<file path="src/flic_pkg.sv">
package flic_pkg;

  // ----------------------------------------
  // Sizes
  // ----------------------------------------
  localparam int N_SRC = 14;
  localparam int NFLAG = 28;
  localparam int N_REGS = 11;
  localparam int N_LVL = 4;

  // ----------------------------------------
  // Flag indices
  // ----------------------------------------
  localparam int F_IE0 = 0;
  localparam int F_TF0 = 1;
  localparam int F_IE1 = 2;
  localparam int F_TF1 = 3;
  localparam int F_RX = 4;
  localparam int F_TX = 5;
  localparam int F_TF2 = 6;
  localparam int F_TIMER2_EXTERNAL_FLAG = 7;
  localparam int F_IE2 = 8;
  localparam int F_SPI = 9;
  localparam int F_ADC = 10;
  localparam int F_CF = 11;
  localparam int F_CCF0 = 12;
  localparam int F_WDT = 18;
  localparam int F_BROWNOUT_ONE_FLAG = 19;
  localparam int F_BROWNOUT_ZERO_FLAG = 20;
  localparam int F_RTC = 21;
  localparam int F_MCD = 22;
  localparam int F_STA = 23;
  localparam int F_STO = 24;
  localparam int F_KB = 25;
  localparam int F_TWI = 26;
  localparam int F_AC0 = 27;
  // Flags driven from the pins, not from peripherals
  localparam logic [NFLAG-1:0] EXT_MASK = 28'h0000105;

  // ----------------------------------------
  // Register indices (byte address = index * 4)
  // ----------------------------------------
  localparam logic [3:0] R_TIMER_CONTROL_REG = 4'h0;
  localparam logic [3:0] R_IE = 4'h1;
  localparam logic [3:0] R_EXT2_CONTROL_REG = 4'h2;
  localparam logic [3:0] R_EIE = 4'h3;
  localparam logic [3:0] R_PLO = 4'h4;
  localparam logic [3:0] R_PHI = 4'h5;
  localparam logic [3:0] R_POL = 4'h6;
  localparam logic [3:0] R_PERIPH = 4'h7;
  localparam logic [3:0] R_PCON = 4'h8;
  localparam logic [3:0] R_AUX = 4'h9;
  localparam logic [3:0] R_STAT = 4'ha;

  // ----------------------------------------
  // Field positions
  // ----------------------------------------
  localparam int TC_IT0 = 0;
  localparam int TC_IT1 = 2;
  localparam int IE_GATE = 7;
  localparam int XI_IT2 = 0;
  localparam int XI_EX2 = 2;
  localparam int XI_POL2 = 3;
  localparam int AUX_SHARE = 0;
  localparam logic [7:0] IE_WMASK = 8'hbf;
  localparam logic [7:0] EIE_WMASK = 8'hef;

  // ----------------------------------------
  // Vectors and answers
  // ----------------------------------------
  localparam logic [15:0] VEC_BASE = 16'h0003;
  localparam logic [1:0] RESP_OKAY = 2'h0;
  localparam logic [1:0] RESP_SLVERR = 2'h2;

endpackage : flic_pkg

</file>
<file path="src/flic_top.sv">
module flic_top #(
  parameter int ADDR_W = 8
) (
  // Clock and reset
  input wire logic clk,
  input wire logic reset,
  // AXI4-Lite write address
  input wire logic [ADDR_W-1:0] s_axi_awaddr,
  input wire logic s_axi_awvalid,
  output logic s_axi_awready,
  // AXI4-Lite write data
  input wire logic [31:0] s_axi_wdata,
  input wire logic [3:0] s_axi_wstrb,
  input wire logic s_axi_wvalid,
  output logic s_axi_wready,
  // AXI4-Lite write response
  output logic [1:0] s_axi_bresp,
  output logic s_axi_bvalid,
  input wire logic s_axi_bready,
  // AXI4-Lite read address
  input wire logic [ADDR_W-1:0] s_axi_araddr,
  input wire logic s_axi_arvalid,
  output logic s_axi_arready,
  // AXI4-Lite read data
  output logic [31:0] s_axi_rdata,
  output logic [1:0] s_axi_rresp,
  output logic s_axi_rvalid,
  input wire logic s_axi_rready,
  // External request pins, active low by default
  input wire logic [2:0] ext_irq_pin,
  // Peripheral flag set pulses
  input wire logic [flic_pkg::NFLAG-1:0] periph_flag_set,
  // CPU sequencer
  input wire logic instr_last_cycle,
  input wire logic instr_is_return_from_interrupt,
  // Vectoring
  output logic long_call,
  output logic [15:0] vector_addr,
  output logic [3:0] vector_src,
  output logic [flic_pkg::NFLAG-1:0] irq_flags
);

  // ----------------------------------------
  // Functions
  // ----------------------------------------
  function automatic logic [31:0] merge(input logic [31:0] old, input logic [31:0] nw,
                                        input logic [3:0] strb);
    logic [31:0] r;
    r = old;
    for (int b = 0; b < 4; b++) begin
      if (strb[b]) begin
        r[8*b +: 8] = nw[8*b +: 8];
      end
    end
    return r;
  endfunction : merge

  function automatic logic addr_ok(input logic [ADDR_W-1:0] a);
    return (a[ADDR_W-1:6] == '0) && (a[5:2] < 4'(flic_pkg::N_REGS)) && (a[1:0] == 2'h0);
  endfunction : addr_ok

  // ----------------------------------------
  // State
  // ----------------------------------------
  logic [flic_pkg::NFLAG-1:0] flag_q, flag_d;
  logic it0_q, it1_q, it2_q, int2h_q, ex2_q, share_q;
  logic [7:0] ie_q, eie_q;
  logic [flic_pkg::N_SRC-1:0] plo_q, phi_q, req_q;
  logic [1:0] pol_q;
  logic [3:0] isr_q, isr_d;
  logic wrote_q;
  logic [2:0] pin_s1_q, pin_s2_q, pin_s3_q;
  logic aw_rdy_q, w_rdy_q, bvalid_q, ar_rdy_q, rvalid_q;
  logic [ADDR_W-1:0] awaddr_q;
  logic [31:0] wdata_q, rdata_q;
  logic [3:0] wstrb_q;
  logic [1:0] bresp_q, rresp_q;
  logic call_q;
  logic [15:0] vaddr_q;
  logic [3:0] vsrc_q;

  // ----------------------------------------
  // Register view
  // ----------------------------------------
  logic [31:0] view [0:flic_pkg::N_REGS-1];
  logic [flic_pkg::NFLAG-1:0] f;
  assign f = flag_q;

  assign view[flic_pkg::R_TIMER_CONTROL_REG] = {24'h0, f[flic_pkg::F_TF1], 1'b0, f[flic_pkg::F_TF0], 1'b0,
                                   f[flic_pkg::F_IE1], it1_q, f[flic_pkg::F_IE0], it0_q};
  assign view[flic_pkg::R_IE] = {24'h0, ie_q};
  assign view[flic_pkg::R_EXT2_CONTROL_REG] = {28'h0, int2h_q, ex2_q, f[flic_pkg::F_IE2], it2_q};
  assign view[flic_pkg::R_EIE] = {24'h0, eie_q};
  assign view[flic_pkg::R_PLO] = {18'h0, plo_q};
  assign view[flic_pkg::R_PHI] = {18'h0, phi_q};
  assign view[flic_pkg::R_POL] = {30'h0, pol_q};
  assign view[flic_pkg::R_PERIPH] = {16'h0, f[flic_pkg::F_AC0], f[flic_pkg::F_TWI], f[flic_pkg::F_KB],
                                     f[flic_pkg::F_CCF0+5:flic_pkg::F_CCF0], f[flic_pkg::F_CF],
                                     f[flic_pkg::F_ADC], f[flic_pkg::F_SPI], f[flic_pkg::F_TIMER2_EXTERNAL_FLAG],
                                     f[flic_pkg::F_TF2], f[flic_pkg::F_TX], f[flic_pkg::F_RX]};
  assign view[flic_pkg::R_PCON] = {26'h0, f[flic_pkg::F_MCD], f[flic_pkg::F_RTC], 1'b0,
                                   f[flic_pkg::F_BROWNOUT_ZERO_FLAG], f[flic_pkg::F_BROWNOUT_ONE_FLAG], f[flic_pkg::F_WDT]};
  assign view[flic_pkg::R_AUX] = {24'h0, f[flic_pkg::F_STA], f[flic_pkg::F_STO], 5'h0, share_q};
  assign view[flic_pkg::R_STAT] = {14'h0, req_q, isr_q};

  // ----------------------------------------
  // Bus decode
  // ----------------------------------------
  logic aw_hs, w_hs, w_fire, ar_hs, w_ok, r_ok;
  logic [3:0] widx;
  logic [31:0] wval, rval;
  logic wr_irq_now;

  assign aw_hs = s_axi_awvalid & aw_rdy_q;
  assign w_hs = s_axi_wvalid & w_rdy_q;
  // Address and data may arrive in either order
  assign w_fire = ~aw_rdy_q & ~w_rdy_q & ~bvalid_q;
  assign ar_hs = s_axi_arvalid & ar_rdy_q;
  assign widx = awaddr_q[5:2];
  assign w_ok = addr_ok(awaddr_q);
  assign r_ok = addr_ok(s_axi_araddr);
  assign wval = merge(w_ok ? view[widx] : 32'h0, wdata_q, wstrb_q);
  assign rval = r_ok ? view[s_axi_araddr[5:2]] : 32'h0;
  assign wr_irq_now = w_fire & w_ok & (widx == flic_pkg::R_IE || widx == flic_pkg::R_EXT2_CONTROL_REG ||
                      widx == flic_pkg::R_EIE || widx == flic_pkg::R_PLO || widx == flic_pkg::R_PHI);

  // Software flag writes
  logic [flic_pkg::NFLAG-1:0] sw_m, sw_v;
  always_comb begin
    sw_m = '0;
    sw_v = '0;
    if (w_fire && w_ok) begin
      case (widx)
        flic_pkg::R_TIMER_CONTROL_REG: begin
          sw_m[flic_pkg::F_IE0] = 1'b1;
          sw_m[flic_pkg::F_TF0] = 1'b1;
          sw_m[flic_pkg::F_IE1] = 1'b1;
          sw_m[flic_pkg::F_TF1] = 1'b1;
          sw_v[flic_pkg::F_IE0] = wval[1];
          sw_v[flic_pkg::F_TF0] = wval[5];
          sw_v[flic_pkg::F_IE1] = wval[3];
          sw_v[flic_pkg::F_TF1] = wval[7];
        end
        flic_pkg::R_EXT2_CONTROL_REG: begin
          sw_m[flic_pkg::F_IE2] = 1'b1;
          sw_v[flic_pkg::F_IE2] = wval[1];
        end
        flic_pkg::R_PERIPH: begin
          sw_m[flic_pkg::F_RX] = 1'b1;
          sw_m[flic_pkg::F_TX] = 1'b1;
          sw_m[flic_pkg::F_TF2] = 1'b1;
          sw_m[flic_pkg::F_TIMER2_EXTERNAL_FLAG] = 1'b1;
          sw_m[flic_pkg::F_SPI] = 1'b1;
          sw_m[flic_pkg::F_ADC] = 1'b1;
          sw_m[flic_pkg::F_CCF0+5:flic_pkg::F_CF] = 7'h7f;
          sw_m[flic_pkg::F_KB] = 1'b1;
          sw_m[flic_pkg::F_TWI] = 1'b1;
          sw_m[flic_pkg::F_AC0] = 1'b1;
          sw_v[flic_pkg::F_RX] = wval[0];
          sw_v[flic_pkg::F_TX] = wval[1];
          sw_v[flic_pkg::F_TF2] = wval[2];
          sw_v[flic_pkg::F_TIMER2_EXTERNAL_FLAG] = wval[3];
          sw_v[flic_pkg::F_SPI] = wval[4];
          sw_v[flic_pkg::F_ADC] = wval[5];
          sw_v[flic_pkg::F_CCF0+5:flic_pkg::F_CF] = wval[12:6];
          sw_v[flic_pkg::F_KB] = wval[13];
          sw_v[flic_pkg::F_TWI] = wval[14];
          sw_v[flic_pkg::F_AC0] = wval[15];
        end
        flic_pkg::R_PCON: begin
          sw_m[flic_pkg::F_MCD:flic_pkg::F_WDT] = 5'h1f;
          sw_v[flic_pkg::F_WDT] = wval[0];
          sw_v[flic_pkg::F_BROWNOUT_ONE_FLAG] = wval[1];
          sw_v[flic_pkg::F_BROWNOUT_ZERO_FLAG] = wval[2];
          sw_v[flic_pkg::F_RTC] = wval[4];
          sw_v[flic_pkg::F_MCD] = wval[5];
        end
        flic_pkg::R_AUX: begin
          sw_m[flic_pkg::F_STO:flic_pkg::F_STA] = 2'h3;
          sw_v[flic_pkg::F_STA] = wval[7];
          sw_v[flic_pkg::F_STO] = wval[6];
        end
        default: begin
          sw_m = '0;
        end
      endcase
    end
  end

  // ----------------------------------------
  // External inputs
  // ----------------------------------------
  logic [2:0] hi_act, trig_edge, act_now, act_prev, ext_edge;
  assign hi_act = {int2h_q, pol_q};
  assign trig_edge = {it2_q, it1_q, it0_q};
  assign act_now = ~(pin_s2_q ^ hi_act);
  assign act_prev = ~(pin_s3_q ^ hi_act);
  assign ext_edge = act_now & ~act_prev;

  // ----------------------------------------
  // Requests and arbitration
  // ----------------------------------------
  logic [flic_pkg::N_SRC-1:0] raw, en, req;
  logic sys_req;
  assign sys_req = |f[flic_pkg::F_STO:flic_pkg::F_WDT] | (f[flic_pkg::F_TX] & share_q);
  assign raw = {f[flic_pkg::F_AC0], f[flic_pkg::F_TWI], f[flic_pkg::F_KB], sys_req,
                |f[flic_pkg::F_CCF0+5:flic_pkg::F_CF],
                f[flic_pkg::F_ADC], f[flic_pkg::F_SPI], f[flic_pkg::F_IE2],
                f[flic_pkg::F_TF2] | f[flic_pkg::F_TIMER2_EXTERNAL_FLAG],
                f[flic_pkg::F_RX] | f[flic_pkg::F_TX],
                f[flic_pkg::F_TF1], f[flic_pkg::F_IE1], f[flic_pkg::F_TF0], f[flic_pkg::F_IE0]};
  assign en = {eie_q[7:5], eie_q[3:0], ex2_q, ie_q[5:0]};
  assign req = raw & en & {flic_pkg::N_SRC{ie_q[flic_pkg::IE_GATE]}};

  logic found;
  logic [3:0] best_id;
  logic [1:0] best_lvl;
  always_comb begin
    found = 1'b0;
    best_id = 4'h0;
    best_lvl = 2'h0;
    // Walk downward so that equal levels leave the lowest number
    for (int i = flic_pkg::N_SRC - 1; i >= 0; i--) begin
      if (req_q[i] && (!found || {phi_q[i], plo_q[i]} >= best_lvl)) begin
        found = 1'b1;
        best_id = 4'(i);
        best_lvl = {phi_q[i], plo_q[i]};
      end
    end
  end

  logic prio_block, take, return_from_interrupt_done;
  assign prio_block = |(isr_q >> best_lvl);
  assign take = found & instr_last_cycle & ~prio_block
                & ~instr_is_return_from_interrupt & ~wrote_q & ~wr_irq_now;
  assign return_from_interrupt_done = instr_last_cycle & instr_is_return_from_interrupt;

  always_comb begin
    isr_d = isr_q;
    if (return_from_interrupt_done) begin
      // Only the innermost routine returns
      for (int l = 0; l < flic_pkg::N_LVL; l++) begin
        if (isr_q[l] && (isr_q >> (l + 1)) == 4'h0) begin
          isr_d[l] = 1'b0;
        end
      end
    end
    if (take) begin
      isr_d[best_lvl] = 1'b1;
    end
  end

  // ----------------------------------------
  // Flag update
  // ----------------------------------------
  logic [flic_pkg::NFLAG-1:0] vec_clr, hw_set;
  always_comb begin
    vec_clr = '0;
    if (take) begin
      case (best_id)
        4'h0: vec_clr[flic_pkg::F_IE0] = it0_q;
        4'h1: vec_clr[flic_pkg::F_TF0] = 1'b1;
        4'h2: vec_clr[flic_pkg::F_IE1] = it1_q;
        4'h3: vec_clr[flic_pkg::F_TF1] = 1'b1;
        4'h6: vec_clr[flic_pkg::F_IE2] = it2_q;
        default: vec_clr = '0;
      endcase
    end
  end

  always_comb begin
    hw_set = periph_flag_set & ~flic_pkg::EXT_MASK;
    hw_set[flic_pkg::F_IE0] = trig_edge[0] & ext_edge[0];
    hw_set[flic_pkg::F_IE1] = trig_edge[1] & ext_edge[1];
    hw_set[flic_pkg::F_IE2] = trig_edge[2] & ext_edge[2];
    // A hardware set in the same cycle as a clear wins
    flag_d = (((flag_q & ~sw_m) | (sw_v & sw_m)) & ~vec_clr) | hw_set;
    // Level mode follows the pin
    if (!trig_edge[0]) flag_d[flic_pkg::F_IE0] = act_now[0];
    if (!trig_edge[1]) flag_d[flic_pkg::F_IE1] = act_now[1];
    if (!trig_edge[2]) flag_d[flic_pkg::F_IE2] = act_now[2];
  end

  // ----------------------------------------
  // Sequential
  // ----------------------------------------
  always_ff @(posedge clk) begin
    if (reset) begin
      pin_s1_q <= 3'h7;
      pin_s2_q <= 3'h7;
      pin_s3_q <= 3'h7;
      flag_q <= '0;
      req_q <= '0;
      isr_q <= 4'h0;
      wrote_q <= 1'b0;
      call_q <= 1'b0;
      vaddr_q <= 16'h0;
      vsrc_q <= 4'h0;
    end else begin
      pin_s1_q <= ext_irq_pin;
      pin_s2_q <= pin_s1_q;
      pin_s3_q <= pin_s2_q;
      flag_q <= flag_d;
      req_q <= req;
      isr_q <= isr_d;
      wrote_q <= instr_last_cycle ? 1'b0 : (wrote_q | wr_irq_now);
      call_q <= take;
      if (take) begin
        vaddr_q <= flic_pkg::VEC_BASE + {9'h0, best_id, 3'h0};
        vsrc_q <= best_id;
      end
    end
  end

  always_ff @(posedge clk) begin
    if (reset) begin
      {it0_q, it1_q, it2_q, int2h_q, ex2_q, share_q} <= 6'h0;
      ie_q <= 8'h0;
      eie_q <= 8'h0;
      plo_q <= '0;
      phi_q <= '0;
      pol_q <= 2'h0;
    end else if (w_fire && w_ok) begin
      case (widx)
        flic_pkg::R_TIMER_CONTROL_REG: begin
          it0_q <= wval[flic_pkg::TC_IT0];
          it1_q <= wval[flic_pkg::TC_IT1];
        end
        flic_pkg::R_IE: ie_q <= wval[7:0] & flic_pkg::IE_WMASK;
        flic_pkg::R_EXT2_CONTROL_REG: begin
          it2_q <= wval[flic_pkg::XI_IT2];
          ex2_q <= wval[flic_pkg::XI_EX2];
          int2h_q <= wval[flic_pkg::XI_POL2];
        end
        flic_pkg::R_EIE: eie_q <= wval[7:0] & flic_pkg::EIE_WMASK;
        flic_pkg::R_PLO: plo_q <= wval[flic_pkg::N_SRC-1:0];
        flic_pkg::R_PHI: phi_q <= wval[flic_pkg::N_SRC-1:0];
        flic_pkg::R_POL: pol_q <= wval[1:0];
        flic_pkg::R_AUX: share_q <= wval[flic_pkg::AUX_SHARE];
        default: share_q <= share_q;
      endcase
    end
  end

  // ----------------------------------------
  // AXI4-Lite handshakes
  // ----------------------------------------
  always_ff @(posedge clk) begin
    if (reset) begin
      aw_rdy_q <= 1'b1;
      w_rdy_q <= 1'b1;
      bvalid_q <= 1'b0;
      bresp_q <= flic_pkg::RESP_OKAY;
      awaddr_q <= '0;
      wdata_q <= 32'h0;
      wstrb_q <= 4'h0;
    end else begin
      if (aw_hs) begin
        aw_rdy_q <= 1'b0;
        awaddr_q <= s_axi_awaddr;
      end
      if (w_hs) begin
        w_rdy_q <= 1'b0;
        wdata_q <= s_axi_wdata;
        wstrb_q <= s_axi_wstrb;
      end
      if (w_fire) begin
        bvalid_q <= 1'b1;
        bresp_q <= w_ok ? flic_pkg::RESP_OKAY : flic_pkg::RESP_SLVERR;
      end else if (bvalid_q && s_axi_bready) begin
        bvalid_q <= 1'b0;
        aw_rdy_q <= 1'b1;
        w_rdy_q <= 1'b1;
      end
    end
  end

  always_ff @(posedge clk) begin
    if (reset) begin
      ar_rdy_q <= 1'b1;
      rvalid_q <= 1'b0;
      rdata_q <= 32'h0;
      rresp_q <= flic_pkg::RESP_OKAY;
    end else if (ar_hs) begin
      ar_rdy_q <= 1'b0;
      rvalid_q <= 1'b1;
      rdata_q <= rval;
      rresp_q <= r_ok ? flic_pkg::RESP_OKAY : flic_pkg::RESP_SLVERR;
    end else if (rvalid_q && s_axi_rready) begin
      rvalid_q <= 1'b0;
      ar_rdy_q <= 1'b1;
    end
  end

  // ----------------------------------------
  // Outputs
  // ----------------------------------------
  assign s_axi_awready = aw_rdy_q;
  assign s_axi_wready = w_rdy_q;
  assign s_axi_bvalid = bvalid_q;
  assign s_axi_bresp = bresp_q;
  assign s_axi_arready = ar_rdy_q;
  assign s_axi_rvalid = rvalid_q;
  assign s_axi_rdata = rdata_q;
  assign s_axi_rresp = rresp_q;
  assign long_call = call_q;
  assign vector_addr = vaddr_q;
  assign vector_src = vsrc_q;
  assign irq_flags = flag_q;

endmodule : flic_top

</file>
<file path="config.mk">
export PLATFORM = sky130hd
export DESIGN_NAME = flic_top
export DESIGN_NICKNAME = d
export VERILOG_FILES = /design/src/flic_pkg.sv /design/src/flic_top.sv
export SDC_FILE = /design/constraint.sdc
export NUM_CORES = 1
export LEC_CHECK = 0
export BUFFER_PORTS_ARGS = -buffer_cell sky130_fd_sc_hd__buf_2
export CORE_MARGIN = 8
export CORE_UTILIZATION = 55
export CTS_CLUSTER_DIAMETER = 200
export DETAILED_ROUTE_END_ITERATION = 10
export GPL_ROUTABILITY_DRIVEN = 0
export PLACE_DENSITY = 0.84
export SYNTH_ARGS = -nofsm -noshare
export SYNTH_HDL_FRONTEND = slang
export SYNTH_SLANG_ARGS = --single-unit
export TNS_END_PERCENT = 20
</file>
<file path="constraint.sdc">
create_clock -name clk -period 19.8 [get_ports clk]
set_clock_uncertainty 0.15 [all_clocks]
set_input_delay 3.96 -clock clk [delete_from_list [all_inputs] [get_ports clk]]
set_output_delay 3.96 -clock clk [all_outputs]
set_load 0.02 [all_outputs]
</file>
# [Word level (Yosys, flattened, before mapping)]
# Cells that the tools add are included.
[word_totals] regBits=194 inputBits=92 word_cells=287
[classes] add_sub_neg=1 magnitude_cmp=19 eq_ne=13 shifts=1 mux=98 bitwise=46 n_reduce_logical=77
[ops] operator="$bmux 32 s4" n=2
[ops] operator="$mux 32" n=3
[ops] operator="$and 28x28->28" n=3
[ops] operator="$mux 4" n=20
[ops] operator="$mux 28" n=2
[ops] operator="$not 28->28" n=2
[ops] operator="$or 28x28->28" n=2
[ops] operator="$mux 16" n=3
[ops] operator="$mux 1" n=40
[ops] operator="$mux 2" n=18
[ops] operator="$and 14x14->14" n=2
[ops] operator="$mux 9" n=3
[ops] operator="$ge 2x2->1" n=13
[ops] operator="$logic_and 1x1->1" n=24
[ops] operator="$eq 4x3->1 const B" n=5
[ops] operator="$logic_not 4->1" n=5
[ops] operator="$and 1x1->1" n=17
[ops] operator="$logic_or 1x1->1" n=17
[ops] operator="$eq 4x2->1 const B" n=4
[ops] operator="$mux 8" n=2
[ops] operator="$reduce_and 2->1" n=8
[ops] operator="$reduce_or 7->1" n=2
[ops] operator="$logic_not 1->1" n=13
[ops] operator="$ge 5x5->1 const B" n=2
[ops] operator="21 further kinds" n=43

# [Depth between registers and ports, before layout]
[depth] depth_word=65 ltp_mapped=96 depth_no_buf=96

# [Worst setup path after synthesis]
# Ideal clock, no wire load.
[synth_path] path_kind="register -> register" startpoint="register req_q[13] (netlist bit)" endpoint="register flag_q, in the netlist irq_flags[3]" setup_time_ps=79 arrival_ps=17189 required_time_ps=19571 setup_slack_ps=2381 stages_incl_launch_ff=93 synth_period_minus_slack_ps=17419 path_cell_list="dfxtp_1 -> nand2_1 -> ha_1 -> and2_1 -> a22o_1 -> a21o_1 -> ha_1 -> nand2b_1 -> a211o_1 -> a221oi_2 -> o21bai_1 -> ha_1 -> nand2_1 -> o211ai_2 -> a31o_2 -> o21ai_1 -> ha_1 -> nor3b_1 -> [57 not listed] -> nand2b_1 -> a21oi_1 -> o21ai_0 -> nand2_1 -> inv_1 -> a211oi_4 -> nand2b_1 -> ha_1 -> inv_1 -> a21boi_0 -> o31ai_1 -> nand2_1 -> or3_1 -> or3_1 -> or2_1 -> and2_1 -> and4bb_1 -> a211oi_2"
[synth_between] elab_chain_len=64 word_cells_on_any_way=108
[synth_rtl] element="from (decl)" line="flic_top.sv:68" rtl="logic [flic_pkg::N_SRC-1:0] plo_q, phi_q, req_q;"
[synth_rtl] element="from (signal assigned)" line="flic_top.sv:304" rtl="req_q <= req;"
[synth_rtl] element="$mux 2 / $mux 1 (equally long branches)" line="flic_top.sv:224" rtl="if (req_q[i] && (!found || {phi_q[i], plo_q[i]} >= best_lvl)) begin"
[synth_rtl] element="$ge 2x2->1 / $logic_not 1->1 (equally long branches)" line="flic_top.sv:224"
[synth_rtl] element="$logic_or 1x1->1" line="flic_top.sv:224"
[synth_rtl] element="$logic_and 1x1->1" line="flic_top.sv:224"
[synth_rtl] element="$mux 2 / $mux 1 (equally long branches)" line="flic_top.sv:224"
[synth_rtl] element="$ge 2x2->1 / $logic_not 1->1 (equally long branches)" line="flic_top.sv:224"
[synth_rtl] element="$logic_or 1x1->1" line="flic_top.sv:224"
[synth_rtl] element="$logic_and 1x1->1" line="flic_top.sv:224"
[synth_rtl] element="[46 not listed]"
[synth_rtl] element="$reduce_or 4->1" line="flic_top.sv:233" rtl="assign prio_block = |(isr_q >> best_lvl);"
[synth_rtl] element="$not 1->1" line="flic_top.sv:234" rtl="assign take = found & instr_last_cycle & ~prio_block"
[synth_rtl] element="$and 1x1->1" line="flic_top.sv:234"
[synth_rtl] element="$and 1x1->1 (3 in series)" line="flic_top.sv:235" rtl="& ~instr_is_return_from_interrupt & ~wrote_q & ~wr_irq_now;"
[synth_rtl] element="$mux 9 *" line="flic_top.sv:259" rtl="if (take) begin"
[synth_rtl] element="$not 28->28 *" line="flic_top.sv:277" rtl="flag_d = (((flag_q & ~sw_m) | (sw_v & sw_m)) & ~vec_clr) | hw_set;"
[synth_rtl] element="$and 28x28->28 *" line="flic_top.sv:277"
[synth_rtl] element="$or 28x28->28 *" line="flic_top.sv:277"
[synth_rtl] element="to (signal assigned)" line="flic_top.sv:303" rtl="flag_q <= flag_d;"
[synth_rtl] element="to (decl)" line="flic_top.sv:65" rtl="logic [flic_pkg::NFLAG-1:0] flag_q, flag_d;"
# Mark *: on every way between the ends. The rest lies on a longest branch, timed or not.
# A chain may end at the register's enable or synchronous reset.

# [Worst setup path in the final report]
# Same ends and word-level chain as after synthesis.

==> flow_summary_export.csv <==
group,metric,value,unit
worst_setup_path,crit_path_top_delay_cell,"a221oi_1",
timing,timing_max_transition_violations_final,0,
yosys,synth-edff-count,0,
yosys,syn_inst,1153,
yosys,synth_top_area_frac,0.3520,
timing,min_period,18.94,ns
power,p_leak,4.134,nW
yosys,avgSynthCellArea,8.041,um2
worst_setup_path,cp_max_fo,8,
route,drt_iter0_markers,1261,
clock_network,ctsHtreeMaxLevel,4,
power,power_frac_clock,0.417,
timing,hold_viol_final,0,
clock_network,hold_buffers,0,
yosys,yosysWarningCount,0,
global_route,grt_max_degree,76,
worst_hold_path,min_path_type,"flop to flop",
global_route,grt_pass1_vias,8951,
die,initial_core_util,0.5611,
yosys,synth_fa_ha_area_frac,0.03023,
route,via_per_inst,6.401,
final_layout,drive_above_1_share,0.1997,
yosys,ys.flop_type,"dfxtp_1",
worst_setup_path,crit_path_max_incr_delay,0.54,ns
placement,place_area,0.009901,mm2
clock_network,clock_latency,0.43,ns
die,die_x,145.8,um
clock_network,clkSlewWorstSetupHoldPaths,0.06,ns
global_route,track_usage,0.2693,
yosys,seq_area_frac_synth,0.3520,
clock_network,cts_num_sinks,163,
placement,io_buffers,134,
power,p_int,0.0005262,W
yosys,synth-compound-area-share,0.2591,
die,die_area,0.02127,mm2
worst_setup_path,required,20.00,ns
timing,setup_ws,0.8576,ns
timing,setup-violations-final,0,
power,p_sw,0.0002044,W
worst_setup_path,arrival,19.14,ns
timing,worst_slew_margin_rel,0.1837,
timing,tightest_slew,1.224,ns
global_route,grt_pass1_wl,46.82,mm
run_status,status,"finished clean",
timing,fmaxAchievable,0.05279,GHz
route,drt_wl_total,30.03,mm
power,pwr-share-comb,0.103,
worst_setup_path,endpoint_kind,"flop",
die,fp.dieH,145.8,um
final_layout,final_area,0.01060,mm2
yosys,synth-simple-area-share,0.2146,
die,core_area,0.01652,mm2
timing,finalCritPeriodShare,0.9567,
route,drc,0,
route,firstDrtPassIters,9,
clock_network,numCtsBuffers,17,
final_layout,nets,1361,
route,postRouteAntennaNets,0,
die,fp-row-count,47,
power,switching_share,0.2798,
route,wire_per_inst,20.25,um
yosys,synth_xor_area_frac,0,
yosys,async_flop_share,0,
yosys,synth_top_family_by_area,"compound AO/OA/AOI/OAI gates",
yosys,muxShareOfSynthArea,0.07760,
global_route,grt_antenna_before_repair,0,
global_route,overflow,0,
worst_setup_path,critPathMostFrequentCell,"ha_1",
job,cap_violations,0,
die,io_pins,182,
worst_setup_path,cp-start-kind,"flop",
placement,hpwl,21.50,mm
worst_setup_path,path_delay_family,"compound AO/OA/AOI/OAI gates",
yosys,syn_area,0.009271,mm2
worst_setup_path,critPathBufInv,6,
yosys,ys_ff_latch,163,
worst_setup_path,crit_type,"flop to flop",
clock_network,cts_tree,"yes",
clock_network,cts_root_buffer,"clkbuf_16",
route,vias,9493,
yosys,synth_area_leaders,"dfxtp_1, nor2_1, a211oi_1",
power,ir_worst_vdd,0.06018,mV
final_layout,final_util,0.6416,
power,seqPwrFrac,0.480,
yosys,synth_top_cell_by_area,"dfxtp_1",
power,p_per_area,68.92,mW/mm2
placement,post-place-ws,0.07782,ns
final_layout,syn_to_final_growth,14.35,%
yosys,ys_types,81,
clock_network,cts_buffer_depth,2,
## state kept, by name, summed over array words and instances (netlist names), 4 cells and up
name / count
ie_q: 7
awaddr_q: 8
irq_flags: 28
vector_src: 4
wdata_q: 16
phi_q: 14
plo_q: 14
isr_q: 4
s_axi_rdata: 18
eie_q: 7
req_q: 14
## layout make-up
type	count	area, um2
clock buffers	22	454.2
well taps	220	275.3
clock inverters	10	78.83
repair buffers	146	763.2
flip-flops and latches	163	3269
multi-input cells	883	5615
diodes	1	2.502
fillers	1360	5923
inverters	38	142.6
## metal layers
metal  global-route usage  share of wire
met1               0.3418           0.40
met2               0.4126           0.44
met3              0.07214           0.11
met4               0.1379          0.043
met5                    0              0
## cell usage in the layout, fill, tap and decap left out, types with 5 or more instances in the layout
master,n
ha_1,20
nor4_1,7
buf_2,133
o21ai_0,42
a21o_1,5
and3_1,17
a211oi_1,68
a31oi_1,8
nor3_1,14
nor2b_1,14
buf_4,13
nand2b_1,23
mux2i_1,28
a221oi_1,9
a22oi_1,38
and2_1,10
dfxtp_1,160
nor2_1,174
nand3_1,17
conb_1,26
o22ai_1,9
or2_2,10
clkbuf_16,17
a21oi_1,74
inv_1,36
mux4_2,14
nand2_1,135
mux2_2,10
## logic make-up after synthesis
| kind of cell | Yosys count |
|---|---|
| other | 1 |
| and+or+nand+nor | 442 |
| adders and majority gates | 23 |
| buffers and inverters | 132 |
| DFF | 163 |
| AOI/OAI and AO/OA | 339 |
| muxes | 53 |
## power groups by stage
stage	logic, W	registers, W	clock network (W)
floorplan	0.0000495	0.000357	0
global placement	0.0000724	0.000357	0
detailed placement	0.0000736	0.000357	0
CTS	0.0000741	0.000350	0.000304
global route	0.0000816	0.000351	0.000318
finish	0.0000753	0.000350	0.000305
## path summary, 6_finish.rpt
kind	slack, ns	start	cells past startpoint	to
max	0.86	req_q[13]	92	irq_flags[3]
max reg2reg	0.86	req_q[13]	92	irq_flags[3]
min	0.26	pin_s1_q[0]	1	pin_s2_q[0]
min reg2reg	0.26	pin_s1_q[0]	1	pin_s2_q[0]
## cell usage after synthesis, types with 23 or more instances
cell	number
inv_1	36
nand2b_1	23
a22oi_1	38
nand2_1	135
o21ai_0	43
buf_4	31
clkbuf_1	50
dfxtp_1	163
mux2i_1	28
a21oi_1	76
nor2_1	175
a211oi_1	68
## through the flow
step                       power, W  hold slack, ns  TNS, ns  std cells
after CTS                 0.0007276          0.2629        0       1477
after detailed placement  0.0004305          0.2482        0       1445
after floorplan           0.0004062          0.2395        0       1178
final                     0.0007306          0.2583        0       1483
after global placement    0.0004291          0.2425        0       1445
after global routing      0.0007507          0.2883  -0.2227       1482
## repair_timing
item	4_1_cts	5_1_grt
endpoints found under the hold margin	0	0
setup buffers	0	5
gates cloned	0	0
pin swaps	0	6
endpoints found under the setup margin	2	15
gates resized for setup	1	27
No activity file was read; power rests on OpenSTA's default activity.
